==> config.mk <==
export PLATFORM = sky130hd
export DESIGN_NAME = pfd_detector
export DESIGN_NICKNAME = d
export VERILOG_FILES = /design/src/pfd_vco_divider.v /design/src/pfd_detector.v
export VERILOG_INCLUDE_DIRS = /design/src /design/src/include
export SDC_FILE = /design/constraint.sdc
export NUM_CORES = 1
export LEC_CHECK = 0
export BUFFER_PORTS_ARGS = -buffer_cell sky130_fd_sc_hd__buf_2
export CORE_MARGIN = 5
export CORE_UTILIZATION = 48
export CTS_BUF_LIST = sky130_fd_sc_hd__clkbuf_16
export CTS_CLUSTER_SIZE = 40
export DETAILED_ROUTE_END_ITERATION = 6
export PLACE_DENSITY = 0.7
export SETUP_SLACK_MARGIN = 0.1
export SYNTH_ARGS = -nofsm -noshare
export SYNTH_HDL_FRONTEND = slang
export SYNTH_HIERARCHICAL = 1
export SYNTH_SLANG_ARGS = --single-unit
==> constraint.sdc <==
create_clock -name mclk -period 1.2 [get_ports mclk]
set_clock_uncertainty 0.15 [all_clocks]
set_input_delay 0.18 -clock mclk [delete_from_list [all_inputs] [get_ports mclk]]
set_output_delay 0.18 -clock mclk [all_outputs]
set_load 0.03 [all_outputs]
==> src/include/pfd_regs.vh <==
`ifndef PFD_REGS_VH
`define PFD_REGS_VH
// divide ratio from vco to detector
`define PFD_DIV_RATIO      256
`define PFD_DIV_WIDTH      8
// clock rate and lowest external reference
`define PFD_CLK_MHZ        100
`define PFD_REF_MIN_MHZ    2
`define PFD_VCO_MIN_MHZ    512
// longest reference period in clocks, rounded up
`define PFD_REF_MAX_CYC    ((`PFD_CLK_MHZ + `PFD_REF_MIN_MHZ - 1) / `PFD_REF_MIN_MHZ)
// pump encodings
`define PFD_PUMP_IDLE      2'h0
`define PFD_PUMP_UP        2'h1
`define PFD_PUMP_DN        2'h2
// output levels while reset is low
`define PFD_OSC_DRIVE_RST  1'b1
`define PFD_PUMP_OUT_RST   1'b0
`define PFD_PUMP_OE_N_RST  1'b1
`define PFD_QUIET_RST      1'b1
`endif

==> src/pfd_vco_divider.v <==
`timescale 1ns/1ns
`default_nettype none
`include "pfd_regs.vh"
module pfd_vco_divider #(
    parameter WIDTH = `PFD_DIV_WIDTH
) (
    input  wire mclk,
    input  wire reset_n,
    input  wire vco_rise,
    output reg  divided_vco_edge
);
    reg [WIDTH-1:0] count_q;

    // one pulse per 2**WIDTH vco rising edges
    always @(posedge mclk or negedge reset_n) begin
        if (!reset_n) begin
            count_q          <= {WIDTH{1'b0}};
            divided_vco_edge <= 1'b0;
        end else begin
            divided_vco_edge <= 1'b0;
            if (vco_rise) begin
                count_q <= count_q + {{(WIDTH-1){1'b0}}, 1'b1};
                if (count_q == {WIDTH{1'b1}}) begin
                    divided_vco_edge <= 1'b1;
                end
            end
        end
    end
endmodule // pfd_vco_divider
`default_nettype wire

==> src/pfd_detector.v <==
`timescale 1ns/1ns
`default_nettype none
`include "pfd_regs.vh"
module pfd_detector #(
    parameter DIV_WIDTH = `PFD_DIV_WIDTH
) (
    input  wire mclk,
    input  wire reset_n,
    input  wire reference_input_pin,
    input  wire vco_input_pin,
    output reg  oscillator_drive_pin,
    output reg  detector_pump_pin_out,
    output reg  detector_pump_pin_oe_n,
    output reg  lock_quiet
);
    // one synchroniser lane per pin
    localparam PIN_COUNT = 2;
    localparam REF_LANE  = 0;
    localparam VCO_LANE  = 1;

    // pump states, at most one direction at a time
    localparam [1:0] ST_IDLE = `PFD_PUMP_IDLE;
    localparam [1:0] ST_UP   = `PFD_PUMP_UP;
    localparam [1:0] ST_DN   = `PFD_PUMP_DN;

    // levels held while reset is low
    localparam OSC_DRIVE_RST = `PFD_OSC_DRIVE_RST;
    localparam PUMP_OUT_RST  = `PFD_PUMP_OUT_RST;
    localparam PUMP_OE_N_RST = `PFD_PUMP_OE_N_RST;
    localparam QUIET_RST     = `PFD_QUIET_RST;

    wire [PIN_COUNT-1:0] lane_pin;
    wire [PIN_COUNT-1:0] lane_level;
    wire [PIN_COUNT-1:0] lane_rise;
    wire                 reference_level;
    wire                 reference_edge;
    wire                 vco_rise;
    wire                 divided_vco_edge;
    wire                 edge_together;
    reg  [1:0]           pump_q;
    reg  [1:0]           pump_d;
    reg                  pump_out_d;
    reg                  pump_oe_n_d;
    reg                  quiet_d;
    reg                  osc_drive_d;

    // a rising edge is high now and low one sample ago
    function level_rose;
        input now_level;
        input last_level;
        begin
            level_rose = now_level & ~last_level;
        end
    endfunction

    // the pump drives the pin whenever it sources or sinks
    function pump_driving;
        input [1:0] state;
        begin
            pump_driving = (state == ST_UP) || (state == ST_DN);
        end
    endfunction

    // pin order inside the lanes
    assign lane_pin[REF_LANE] = reference_input_pin;
    assign lane_pin[VCO_LANE] = vco_input_pin;

    // two flip-flops per pin, a third for the edge; no enable anywhere
    genvar lane;
    generate
        for (lane = 0; lane < PIN_COUNT; lane = lane + 1) begin : g_lane
            reg s1_q;
            reg s2_q;
            reg prev_q;

            always @(posedge mclk or negedge reset_n) begin
                if (!reset_n) begin
                    s1_q   <= 1'b0;
                    s2_q   <= 1'b0;
                    prev_q <= 1'b0;
                end else begin
                    s1_q   <= lane_pin[lane];
                    s2_q   <= s1_q;
                    prev_q <= s2_q;
                end
            end

            assign lane_level[lane] = s2_q;
            assign lane_rise[lane]  = level_rose(s2_q, prev_q);
        end
    endgenerate

    assign reference_level = lane_level[REF_LANE];
    assign reference_edge  = lane_rise[REF_LANE];
    assign vco_rise        = lane_rise[VCO_LANE];
    assign edge_together   = reference_edge & divided_vco_edge;

    // prescaler ahead of the comparison
    pfd_vco_divider #(
        .WIDTH (DIV_WIDTH)
    ) u_div (
        .mclk             (mclk),
        .reset_n          (reset_n),
        .vco_rise         (vco_rise),
        .divided_vco_edge (divided_vco_edge)
    );

    // three-state detector: first edge opens a pulse, the other edge closes it
    always @* begin
        pump_d = pump_q;
        case (pump_q)
            ST_IDLE: begin
                if (edge_together) begin
                    pump_d = ST_IDLE;
                end else if (reference_edge) begin
                    pump_d = ST_UP;
                end else if (divided_vco_edge) begin
                    pump_d = ST_DN;
                end else begin
                    pump_d = ST_IDLE;
                end
            end
            ST_UP: begin
                if (divided_vco_edge) begin
                    pump_d = ST_IDLE;
                end else begin
                    pump_d = ST_UP;
                end
            end
            ST_DN: begin
                if (reference_edge) begin
                    pump_d = ST_IDLE;
                end else begin
                    pump_d = ST_DN;
                end
            end
            default: begin
                pump_d = ST_IDLE;
            end
        endcase
    end

    // pin level for the next state
    always @* begin
        pump_out_d = (pump_d == ST_UP);
    end

    // released whenever nothing is pending
    always @* begin
        pump_oe_n_d = ~pump_driving(pump_d);
    end

    always @* begin
        quiet_d = ~pump_driving(pump_d);
    end

    // inverted side of the reference buffer
    always @* begin
        osc_drive_d = ~reference_level;
    end

    always @(posedge mclk or negedge reset_n) begin
        if (!reset_n) begin
            pump_q <= ST_IDLE;
        end else begin
            pump_q <= pump_d;
        end
    end

    // every output straight from a flip-flop
    always @(posedge mclk or negedge reset_n) begin
        if (!reset_n) begin
            oscillator_drive_pin <= OSC_DRIVE_RST;
        end else begin
            oscillator_drive_pin <= osc_drive_d;
        end
    end

    always @(posedge mclk or negedge reset_n) begin
        if (!reset_n) begin
            detector_pump_pin_out <= PUMP_OUT_RST;
        end else begin
            detector_pump_pin_out <= pump_out_d;
        end
    end

    always @(posedge mclk or negedge reset_n) begin
        if (!reset_n) begin
            detector_pump_pin_oe_n <= PUMP_OE_N_RST;
        end else begin
            detector_pump_pin_oe_n <= pump_oe_n_d;
        end
    end

    always @(posedge mclk or negedge reset_n) begin
        if (!reset_n) begin
            lock_quiet <= QUIET_RST;
        end else begin
            lock_quiet <= quiet_d;
        end
    end
endmodule // pfd_detector
`default_nettype wire

==> flow_summary.rst, run 1 <==
.. list-table::
   :header-rows: 1

   * - Metric
     - Value
   * - Worst relative slew slack
     - 71.98%
   * - Power density normalized to cell area
     - 1811 nW/um^2
   * - Area overhead of the layout relative to synthesis
     - 40.03%
   * - Pin slew with the least headroom to its limit
     - 0.4203 ns
   * - Number of failing setup endpoints in the final timing report
     - 10
   * - Fin area
     - 1011 sq um
   * - Source-to-sink clock delay at the later pin of the worst-skew pair
     - 0.24 ns
   * - Reg-to-Reg End
     - u_div/count_q[1]
   * - Post-Syn Area
     - 721.9 sq um
   * - Static leakage power
     - 0.4862 nW
   * - Register cell area after layout
     - 503.0 sq um
   * - Final min period
     - 1.322 ns
   * - Core area
     - 1471 sq um
   * - Post-layout power
     - 1.831 mW
   * - Cells along the critical path
     - nor2b_4 -> buf_4 -> buf_6 -> mux2_2
   * - Reg power frac
     - 48.0%
   * - Core Rows
     - 14
   * - Pins over their slew limit
     - 0
   * - DR pass1 iterations
     - 3
   * - Number of global-route vias before repair
     - 460
   * - CTS HTree Levels
     - 1
   * - Global-route wire length before repair
     - 1.890 mm
   * - Worst-case hold path end point
     - g_lane[0].s2_q
   * - Placed instance area
     - 809.5 sq um
   * - Run status
     - finished with violations
   * - Syn_area_per_cell
     - 14.73 sq um
   * - Post-route core utilization
     - 68.71%
   * - Filler instances
     - 116
   * - Number of antenna violations at the first check in global routing
     - 0
   * - Die Width
     - 48.78 um
   * - Unrepaired setup endpoints after global routing
     - yes
   * - CP bufs+invs
     - 2
   * - Number of hold violations in the final report
     - 0
   * - Min-Delay Startpoint
     - g_lane[0].s1_q
   * - Sum of overflow across all layers after global routing
     - 0
   * - Critical Path End Type
     - register
   * - Starting density of the core
     - 49.06%
   * - Cell variety after synth
     - 17
   * - Area of combinational cells with multiple inputs
     - 221.5 sq um
   * - Reg2Reg Setup Slack
     - -0.12 ns
   * - Clock input transition at the sequential cells of the worst setup and hold paths
     - 0.05 ns
   * - Net switching power of the design
     - 0.4155 mW
   * - Synth warnings
     - 6
   * - CTS sink count
     - 20
   * - Worst path arrival time
     - 1.30 ns
   * - Floorplan die area
     - 2379 sq um
   * - Clock Tree Buf Depth
     - 2
   * - Via Count
     - 435
   * - Port Buffers
     - 7
   * - Worst path slowest cell
     - dfrtp_1
   * - RD Place Congestion
     - 0.6842
   * - Number of buffers inserted during clock tree synthesis
     - 3
   * - Startpoint kind of the worst setup timing path
     - register
   * - Hold path depth
     - 0
   * - Internal Dissipation
     - 1.415 mW
   * - Number of diodes
     - 0
   * - Max IR drop VDD
     - 0.001094 V
   * - Pin count of the biggest net entering global routing
     - 21
   * - Final worst-path setup slack
     - -0.1219 ns
   * - Synthesized flop and latch total
     - 20
   * - Path category of the worst min-delay check
     - reg2reg
   * - CTS tree
     - yes
   * - Relative contribution of combinational cells to total power
     - 16.4%
   * - Setup TNS Final
     - -0.4907 ns
   * - Switch share
     - 22.70%
   * - Period Utilization, post-route
     - 110.2%
   * - Share of total power in the clock network
     - 35.6%
   * - Share of layout cells above drive strength 1
     - 43.84%
   * - Worst setup path class
     - reg2reg
   * - Syn_nets
     - 55
   * - Cell chosen for the clock root
     - clkbuf_16
   * - Path depth of the worst reg2reg path
     - 4
   * - Critical path fanouts, max
     - 4
   * - Crit path max-delay family
     - flip-flops
   * - NumNets Final
     - 80
   * - Peak Freq
     - 0.7565 GHz
   * - DRC viols
     - 0
   * - MaxCap Viol Count
     - 0
   * - I/O Pins
     - 8
   * - Average wire per cell in the routed design
     - 12.31 um
   * - Number of standard cells after synthesis
     - 49
   * - Start of the worst register-to-register path
     - g_lane[1].s2_q
   * - Via density per instance
     - 4.888
   * - Sequential element share of the synthesized area
     - 69.67%
   * - All-Layer GR Usage
     - 10.34%
   * - Number of nets with antenna violations after detailed routing
     - 0
   * - Half-perimeter wire length of the detailed placement result
     - 652.6 um
   * - Critical path required time
     - 1.18 ns
   * - Violations in the final reports
     - negative setup slack
   * - Die boundary height
     - 48.78 um
   * - DRT Wirelength
     - 1.096 mm
   * - Max incr delay on CP
     - 0.36 ns
   * - Detailed router's first-iteration violation count
     - 4
-- flip-flops by register name, indices dropped and copies added, names as in the netlist --
name and cells:
detector_pump_pin_oe_n 1, detector_pump_pin_out 1, g_lane.prev_q 2, g_lane.s1_q 2, g_lane.s2_q 2, oscillator_drive_pin 1
pump_q 2, u_div/count_q 8, u_div/divided_vco_edge 1
-- cell type report --
| type | instances | area share (%) |
|---|---|---|
| inverters | 2 | 0.7426 |
| flip-flops and latches | 20 | 49.75 |
| clock inverters | 1 | 0.3713 |
| multi-input cells | 26 | 21.91 |
| clock buffers | 3 | 7.426 |
| well taps | 16 | 1.980 |
| repair buffers | 21 | 17.82 |
-- metal layers --
layer / global-route usage, % / wire, um
met5: 0 / 0
met4: 6.726 / 27
met3: 2.141 / 54
met2: 17.61 / 573
met1: 11.49 / 440
-- worst reg2reg max path, cell delays in order (launching register included) --
cell and delay (ns):
dfrtp_1 0.36, nor2b_4 0.18, buf_4 0.12, buf_6 0.08, mux2_2 0.31
-- power groups by stage --
stage	logic [mW]	clock network, mW	registers (mW)
floorplan	0.133	0	0.878
global placement	0.235	0	0.880
detailed placement	0.242	0	0.883
CTS	0.285	0.671	0.875
global route	0.326	0.715	0.892
finish	0.299	0.652	0.879
-- placed cells by master, fill, tap and decap left out, types with 3 or more instances in the layout --
master	netlist	routed
buf_2	0	3
buf_4	1	9
buf_6	0	6
clkbuf_16	0	3
dfrtp_1	18	18
dlygate4sd3_1	0	3
nand2_1	4	3
nand4_1	3	3
xnor2_1	4	4
xor2_1	3	3
-- Yosys cell counts --
cell	instances	area, sq um
nand4_1	3	18.77
inv_1	2	7.510
nand2_1	4	15.01
ha_1	2	25.02
o211a_1	1	10.01
buf_4	1	7.510
a211oi_2	1	12.51
nor2_1	3	11.26
mux2_2	1	11.26
nand2b_4	1	13.76
o211ai_1	1	7.510
xor2_1	3	26.28
dfrtp_1	18	450.4
dfstp_2	2	52.55
xnor2_1	4	35.03
nor2b_1	1	6.260
and3_4	1	11.26
-- metrics by stage --
step	setup slack (ns)	hold WS (ns)	cells
2_1_floorplan	-0.005567	-0.2656	49
3_3_place_gp	-0.02840	-0.01346	75
3_5_place_dp	-0.07071	-0.005766	75
4_1_cts	-0.07933	0.1990	86
5_1_grt	-0.1810	0.2028	89
6_report	-0.1219	0.2005	89
-- cell families after synthesis --
family,Yosys count,synth area share (%)
xor+xnor,7,8.492
flops,20,69.67
buf+inv,3,2.080
simple gates,13,10.57
mux,1,1.560
fa+ha+maj,2,3.466
compound gates,3,4.160
-- timing repair --
action                                  in CTS  in global routing
pin swaps                                    6                  5
setup buffers                                4                  3
endpoints found under the setup margin      12                 14
endpoints found under the hold margin       20                  0
hold buffers                                 3                  0
gates resized for setup                      9                  4
gates cloned                                 0                  0
-- how the worst max path moves through the flow --
stage                           startpoint          endpoint  slack [ns]  cells past startpoint
after floorplan           g_lane[1].prev_q  u_div/count_q[6]      -0.006                      4
after global placement      g_lane[1].s2_q  u_div/count_q[6]       -0.03                      4
after detailed placement  g_lane[1].prev_q  u_div/count_q[5]       -0.07                      4
after CTS                 g_lane[1].prev_q  u_div/count_q[7]       -0.08                      4
after global routing      g_lane[1].prev_q  u_div/count_q[5]       -0.18                      4
final                       g_lane[1].s2_q  u_div/count_q[1]       -0.12                      4
Note: power is estimated with default switching activity, not from simulation.
==> run 2: changes to the inputs <==
--- a/config.mk
+++ b/config.mk
@@ -6,12 +6,13 @@
 export SDC_FILE = /design/constraint.sdc
 export NUM_CORES = 1
 export LEC_CHECK = 0
-export BUFFER_PORTS_ARGS = -buffer_cell sky130_fd_sc_hd__buf_2
+export BUFFER_PORTS_ARGS = -buffer_cell sky130_fd_sc_hd__buf_4
 export CORE_MARGIN = 5
 export CORE_UTILIZATION = 48
 export CTS_BUF_LIST = sky130_fd_sc_hd__clkbuf_16
 export CTS_CLUSTER_SIZE = 40
 export DETAILED_ROUTE_END_ITERATION = 6
+export MAX_ROUTING_LAYER = met4
 export PLACE_DENSITY = 0.7
 export SETUP_SLACK_MARGIN = 0.1
 export SYNTH_ARGS = -nofsm -noshare
==> flow_summary.rst, run 2 (synthesized netlist as in run 1, its figures left out) <==
.. list-table::
   :header-rows: 1

   * - Metric
     - Value
   * - DR pass1 iterations
     - 4 (+1)
   * - Max incr delay on CP
     - 0.39 ns (+0.03 ns)
   * - Top library cells by usage in the layout, fill and taps aside
     - 17 x dfrtp_1, 7 x buf_4, 5 x buf_6
   * - Setup TNS Final
     - -0.3009 ns (+0.1899 ns)
   * - Run status
     - finished with violations
   * - Placed instance area
     - 827.0 sq um (+2.2%)
   * - DRC viols
     - 0 (unchanged)
   * - Die boundary height
     - 48.78 um (unchanged)
   * - CTS tree
     - yes
   * - Core Rows
     - 14 (unchanged)
   * - DRT Wirelength
     - 1.101 mm (+0.46%)
   * - Half-perimeter wire length of the detailed placement result
     - 702.8 um (+7.7%)
   * - Worst path arrival time
     - 1.26 ns (-0.04 ns)
   * - Wire length on met3
     - 57 um (+5.6%)
   * - NumNets Final
     - 74 (-7.5%)
   * - Switch share
     - 21.91% (-0.79 points)
   * - Max IR drop VDD
     - 0.001729 V (+58%)
   * - Violations in the final reports
     - negative setup slack
   * - Number of antenna violations at the first check in global routing
     - 0 (unchanged)
   * - Unrepaired setup endpoints after global routing
     - yes
   * - Area overhead of the layout relative to synthesis
     - 39.17%
   * - Clock input transition at the sequential cells of the worst setup and hold paths
     - 0.05 ns (about the same)
   * - Worst setup path class
     - reg2reg
   * - Worst relative slew slack
     - 84.04% (+12 points)
   * - Share of layout cells above drive strength 1
     - 40.30% (-3.5 points)
   * - Detailed router's first-iteration violation count
     - 4 (unchanged)
   * - Source-to-sink clock delay at the later pin of the worst-skew pair
     - 0.25 ns (about the same)
   * - Final worst-path setup slack
     - -0.06953 ns (+0.05237 ns)
   * - Clock Tree Buf Depth
     - 2 (unchanged)
   * - Pre-CTS setup slack
     - -0.06087 ns (+0.009843 ns)
   * - Average wire per cell in the routed design
     - 13.27 um (+7.7%)
   * - Start of the worst register-to-register path
     - g_lane[1].prev_q
   * - Placed insts
     - 75 (unchanged)
   * - Critical Path End Type
     - register
   * - CTS HTree Levels
     - 1 (unchanged)
   * - Number of nets with antenna violations after detailed routing
     - 0 (unchanged)
   * - Reg-to-Reg End
     - u_div/count_q[6]
   * - Reg power frac
     - 43.2% (-4.8 points)
   * - Path depth of the worst reg2reg path
     - 4 (unchanged)
   * - Top Metal Used
     - met4
   * - Critical path fanouts, max
     - 5 (+1)
   * - Sum of overflow across all layers after global routing
     - 0 (unchanged)
   * - Power density normalized to cell area
     - 2089 nW/um^2 (+15%)
   * - Starting density of the core
     - 49.06% (unchanged)
   * - Relative contribution of combinational cells to total power
     - 14.4% (-2.0 points)
   * - Global-route wire length before repair
     - 2.049 mm (+8.4%)
   * - Number of standard cells in the final layout excluding fillers
     - 83 (-6.7%)
   * - Floorplan die area
     - 2379 sq um (unchanged)
   * - Biggest register
     - u_div/count_q
   * - All-Layer GR Usage
     - 12.12% (+1.8 points)
   * - Number of failing setup endpoints in the final timing report
     - 8 (-2)
   * - Number of hold violations in the final report
     - 0 (unchanged)
   * - Number of buffers inserted during clock tree synthesis
     - 3 (unchanged)
   * - Cell chosen for the clock root
     - clkbuf_16
   * - Internal Dissipation
     - 1.639 mW (+16%)
   * - Critical path required time
     - 1.19 ns (about the same)
   * - Period Utilization, post-route
     - 105.8% (-4.4 points)
   * - Peak Freq
     - 0.7877 GHz (+4.1%)
   * - Number of global-route vias before repair
     - 480 (+4.3%)
   * - Via density per instance
     - 5.133 (+5.0%)
   * - Number of diodes
     - 0 (unchanged)
   * - Static leakage power
     - 0.4726 nW (-2.8%)
   * - Pin slew with the least headroom to its limit
     - 0.2394 ns (-0.1808 ns)
   * - Die Width
     - 48.78 um (unchanged)
   * - I/O Pins
     - 8 (unchanged)
   * - MaxCap Viol Count
     - 0 (unchanged)
   * - Fin area
     - 1005 sq um (-0.62%)
   * - Pin count of the biggest net entering global routing
     - 21 (unchanged)
   * - Final min period
     - 1.270 ns (-0.05237 ns)
   * - Core area
     - 1471 sq um (unchanged)
   * - Met2 Wirelength
     - 570 um (-0.52%)
   * - Net switching power of the design
     - 0.4598 mW (+11%)
   * - Post-route met1 wirelength
     - 418 um (-5.0%)
   * - CP bufs+invs
     - 0 (-2)
   * - Pins over their slew limit
     - 0 (unchanged)
   * - Reg2Reg Setup Slack
     - -0.07 ns (+0.05 ns)
   * - Cells along the critical path
     - nor2b_4 -> and3_4 -> nand4_1 -> xnor2_1
   * - Post-route core utilization
     - 68.28% (-0.43 points)
   * - RD Place Congestion
     - 0.7125 (+4.1%)
   * - CTS sink count
     - 20 (unchanged)
   * - Leading cell type in the layout, fill and taps excluded
     - dfrtp_1
   * - Number of flip-flops in the largest register
     - 8 (unchanged)
   * - Path category of the worst min-delay check
     - in2async
   * - Share of total power in the clock network
     - 42.3% (+6.7 points)
   * - Port Buffers
     - 7 (unchanged)
   * - Via Count
     - 426 (-2.1%)
   * - Startpoint kind of the worst setup timing path
     - register
   * - Worst path slowest cell
     - dfrtp_1
   * - Crit path max-delay family
     - simple AND/OR/NAND/NOR gates
[run 2: changes by cell type in the layout (fill, tap and decap cells not counted), moves of 2 or more]
cell | before | now
nor2_2 | 2 | 0
buf_2 | 3 | 0
buf_4 | 9 | 7
nor2_1 | 1 | 3
[run 2: area by class of cell]
type                            count  area (sq um)
Multi-Input combinational cell     26         229.0
Timing Repair Buffer               15         138.9
Tap cell                           16         20.02
Clock buffer                        3         75.07
Inverter                            2         7.507
Fill cell                         106         466.7
Clock inverter                      1         30.03
Sequential cell                    20         504.2
[run 2: how the worst max path moves through the flow]
stage               cells past startpoint                endpoint                    from  slack, ns
global route                            4        u_div/count_q[5]        g_lane[1].prev_q      -0.13
CTS                                     1  detector_pump_pin_oe_n  detector_pump_pin_oe_n      -0.06
finish                                  4        u_div/count_q[6]        g_lane[1].prev_q      -0.07
detailed placement                      4        u_div/count_q[6]        g_lane[1].prev_q      -0.06
global placement                        4        u_div/count_q[6]          g_lane[1].s2_q      -0.03
floorplan                               4        u_div/count_q[6]        g_lane[1].prev_q     -0.006
[run 2: timing repair]
item                                    in CTS  in global routing
endpoints found under the hold margin       22                  0
hold buffers                                 3                  0
pin swaps                                    1                  7
endpoints found under the setup margin      13                 13
gates cloned                                 0                  0
gates resized for setup                      3                  6
setup buffers                                0                  1
[run 2: power by group through the flow]
| stage | Clock (mW) | Combinational [mW] | Sequential, mW |
|---|---|---|---|
| after floorplan | 0 | 0.133 | 0.878 |
| after global placement | 0 | 0.241 | 0.881 |
| after detailed placement | 0 | 0.256 | 0.882 |
| after CTS | 0.913 | 0.289 | 0.897 |
| after global routing | 0.954 | 0.333 | 0.922 |
| final | 0.888 | 0.303 | 0.907 |
[run 2: stage by stage]
step,total power [mW],hold slack (ns)
floorplan,1.011,-0.2656
global placement,1.122,-0.08410
detailed placement,1.138,-0.08139
CTS,2.098,0.1892
global route,2.209,0.2248
finish,2.099,0.1868
[run 2: routing by layer]
| layer | up-vias | global-route usage (%) |
|---|---|---|
| met5 | - | - |
| met4 | 0 | 10.76 |
| met3 | 5 | 3.670 |
| met2 | 10 | 19.78 |
| met1 | 215 | 11.20 |
| li1 | 196 | - |
==> run 3: changes to the inputs <==
--- a/config.mk
+++ b/config.mk
@@ -19,3 +19,4 @@
 export SYNTH_HDL_FRONTEND = slang
 export SYNTH_HIERARCHICAL = 1
 export SYNTH_SLANG_ARGS = --single-unit
+export TNS_END_PERCENT = 30
==> flow_summary.rst, run 3 (synthesized netlist as in run 1, its figures left out) <==
.. list-table::
   :header-rows: 1

   * - Metric
     - Value
   * - Die boundary height
     - 48.78 um (unchanged)
   * - Start of the worst register-to-register path
     - g_lane[1].prev_q
   * - Worst path slowest cell
     - dfrtp_1
   * - DR pass1 iterations
     - 4 (unchanged)
   * - I/O Pins
     - 8 (unchanged)
   * - Max IR drop VDD
     - 0.001289 V (-25%)
   * - MaxCap Viol Count
     - 0 (unchanged)
   * - Power density normalized to cell area
     - 1875 nW/um^2 (-10%)
   * - Area overhead of the layout relative to synthesis
     - 32.06%
   * - Die Width
     - 48.78 um (unchanged)
   * - Clock Tree Buf Depth
     - 2 (unchanged)
   * - Number of global-route vias before repair
     - 423 (-12%)
   * - Startpoint kind of the worst setup timing path
     - register
   * - Path category of the worst min-delay check
     - in2async
   * - All-Layer GR Usage
     - 10.64% (-1.5 points)
   * - Leading cell type in the layout, fill and taps excluded
     - dfrtp_1
   * - Source-to-sink clock delay at the later pin of the worst-skew pair
     - 0.25 ns (about the same)
   * - Post-layout power
     - 1.788 mW (-15%)
   * - RD Place Congestion
     - 0.7465 (+4.8%)
   * - Top library cells by usage in the layout, fill and taps aside
     - 18 x dfrtp_1, 6 x buf_4, 4 x buf_6, 4 x nand2_1, 4 x xnor2_1
   * - Share of layout cells above drive strength 1
     - 33.85% (-6.5 points)
   * - Number of flip-flops in the largest register
     - 8 (unchanged)
   * - Number of antenna violations at the first check in global routing
     - 0 (unchanged)
   * - Reg2Reg Setup Slack
     - -0.08 ns (about the same)
   * - Critical Path End Type
     - register
   * - Critical path required time
     - 1.22 ns (+0.03 ns)
   * - Internal Dissipation
     - 1.366 mW (-17%)
   * - Critical path fanouts, max
     - 4 (-1)
   * - Via density per instance
     - 5.259 (+2.5%)
   * - Number of nets with antenna violations after detailed routing
     - 0 (unchanged)
   * - Cells along the critical path
     - nor2b_4 -> nand4_1 -> nor2_1 -> xor2_1
   * - Via Count
     - 426 (unchanged)
   * - Static leakage power
     - 0.4544 nW (-3.8%)
   * - Violations in the final reports
     - negative setup slack
   * - Worst setup path class
     - reg2reg
   * - Average wire per cell in the routed design
     - 13.43 um (+1.3%)
   * - Period Utilization, post-route
     - 106.4% (+0.59 points)
   * - Floorplan die area
     - 2379 sq um (unchanged)
   * - DRC viols
     - 0 (unchanged)
   * - CP bufs+invs
     - 0 (unchanged)
   * - Unrepaired setup endpoints after global routing
     - yes
   * - Crit path max-delay family
     - simple AND/OR/NAND/NOR gates
   * - Max incr delay on CP
     - 0.39 ns (about the same)
   * - Pins over their slew limit
     - 0 (unchanged)
   * - Global-route wire length before repair
     - 1.828 mm (-11%)
   * - CTS tree
     - yes
   * - Peak Freq
     - 0.7833 GHz (-0.56%)
   * - Number of buffers inserted during clock tree synthesis
     - 3 (unchanged)
   * - NumNets Final
     - 72 (-2.7%)
   * - Clock input transition at the sequential cells of the worst setup and hold paths
     - 0.05 ns (about the same)
   * - CP Depth
     - 4 (unchanged)
   * - CTS HTree Levels
     - 1 (unchanged)
   * - Share of total power in the clock network
     - 37.2% (-5.1 points)
   * - Final worst-path setup slack
     - -0.07663 ns (-0.007102 ns)
   * - Pin slew with the least headroom to its limit
     - 0.2419 ns (+0.002497 ns)
   * - Path depth of the worst reg2reg path
     - 4 (unchanged)
   * - Net switching power of the design
     - 0.4212 mW (-8.4%)
   * - Pin count of the biggest net entering global routing
     - 21 (unchanged)
   * - Port Buffers
     - 7 (unchanged)
   * - Run status
     - finished with violations
   * - Core Rows
     - 14 (unchanged)
   * - Starting density of the core
     - 49.06% (unchanged)
   * - Core area
     - 1471 sq um (unchanged)
   * - Biggest register
     - u_div/count_q
   * - Worst path arrival time
     - 1.30 ns (+0.04 ns)
   * - Cell chosen for the clock root
     - clkbuf_16
   * - Switch share
     - 23.56% (+1.7 points)
   * - CTS sink count
     - 20 (unchanged)
   * - Setup TNS Final
     - -0.3949 ns (-0.09401 ns)
   * - DRT Wirelength
     - 1.088 mm (-1.2%)
   * - Detailed router's first-iteration violation count
     - 1 (-3)
   * - Relative contribution of combinational cells to total power
     - 13.4% (-1.0 points)
   * - Reg power frac
     - 49.5% (+6.3 points)
   * - Filler instances
     - 121 (+14%)
   * - Number of failing setup endpoints in the final timing report
     - 9 (+1)
   * - Number of diodes
     - 0 (unchanged)
   * - Worst relative slew slack
     - 83.87% (-0.17 points)
   * - Sum of overflow across all layers after global routing
     - 0 (unchanged)
   * - Number of hold violations in the final report
     - 0 (unchanged)
   * - Reg-to-Reg End
     - u_div/count_q[7]
   * - Final min period
     - 1.277 ns (+0.007102 ns)
   * - Half-perimeter wire length of the detailed placement result
     - 688.2 um (-2.1%)
[run 3: cell types whose count changed in the layout (fill, tap and decap cells not counted), sizes merged]
cell    previous run  this run
buf               12        10
bufinv             1         0
inv                2         3
[run 3: layer usage]
| metal | track usage, % | up-vias | wire length, um |
|---|---|---|---|
| li1 | - | 193 | - |
| met1 | 11.53 | 217 | 422 |
| met2 | 15.87 | 12 | 586 |
| met3 | 2.752 | 4 | 45 |
| met4 | 9.417 | 0 | 34 |
| met5 | - | - | 0 |
[run 3: worst max-delay path by stage]
stage / startpoint / endpoint / slack [ns]
finish: g_lane[1].prev_q / u_div/count_q[7] / -0.08
global route: g_lane[1].prev_q / u_div/count_q[7] / -0.16
CTS: detector_pump_pin_oe_n / lock_quiet / -0.06
detailed placement: g_lane[1].prev_q / u_div/count_q[5] / -0.05
global placement: g_lane[1].prev_q / u_div/count_q[6] / -0.04
floorplan: g_lane[1].prev_q / u_div/count_q[6] / -0.006
[run 3: worst register-to-register path: stages (launching register included)]
cell and delay, ns:
dfrtp_1 0.39, nor2b_4 0.16, nand4_1 0.19, nor2_1 0.18, xor2_1 0.15
[run 3: layout make-up]
type	instances	area, sq um	share of cell area, %
repair buffers	13	120.1	12.60
inverters	2	7.507	0.7874
flip-flops and latches	20	503.0	52.76
clock inverters	1	3.754	0.3937
multi-input cells	26	224.0	23.49
well taps	16	20.02	2.100
clock buffers	3	75.07	7.874
[run 3: power groups by stage]
stage	sequential, mW	combinational (mW)	clock, mW
after detailed placement	0.883	0.212	0
after CTS	0.878	0.224	0.678
after floorplan	0.877	0.130	0
final	0.884	0.239	0.664
after global routing	0.897	0.266	0.721
after global placement	0.881	0.207	0
[run 3: through the flow]
step                      area (sq um)  hold slack, ns  setup slack, ns  util [%]  std cells
after floorplan                  729.5         -0.2656        -0.005567         -         49
after global placement           809.5        -0.08408         -0.03997     55.02         73
after detailed placement         809.5        -0.08099         -0.05190     55.02         73
after CTS                        935.9          0.2007         -0.05737     63.61         80
after global routing             953.4          0.2129          -0.1604     64.80         81
final                            953.4          0.1984         -0.07663     64.80         81
[run 3: repair_timing]
action                     CTS  global route
setup endpoints to repair   13            13
hold buffers                 3             0
resized for setup            5             2
pin swaps                    4             3
hold endpoints to repair    22             0
buffers inserted             0             1
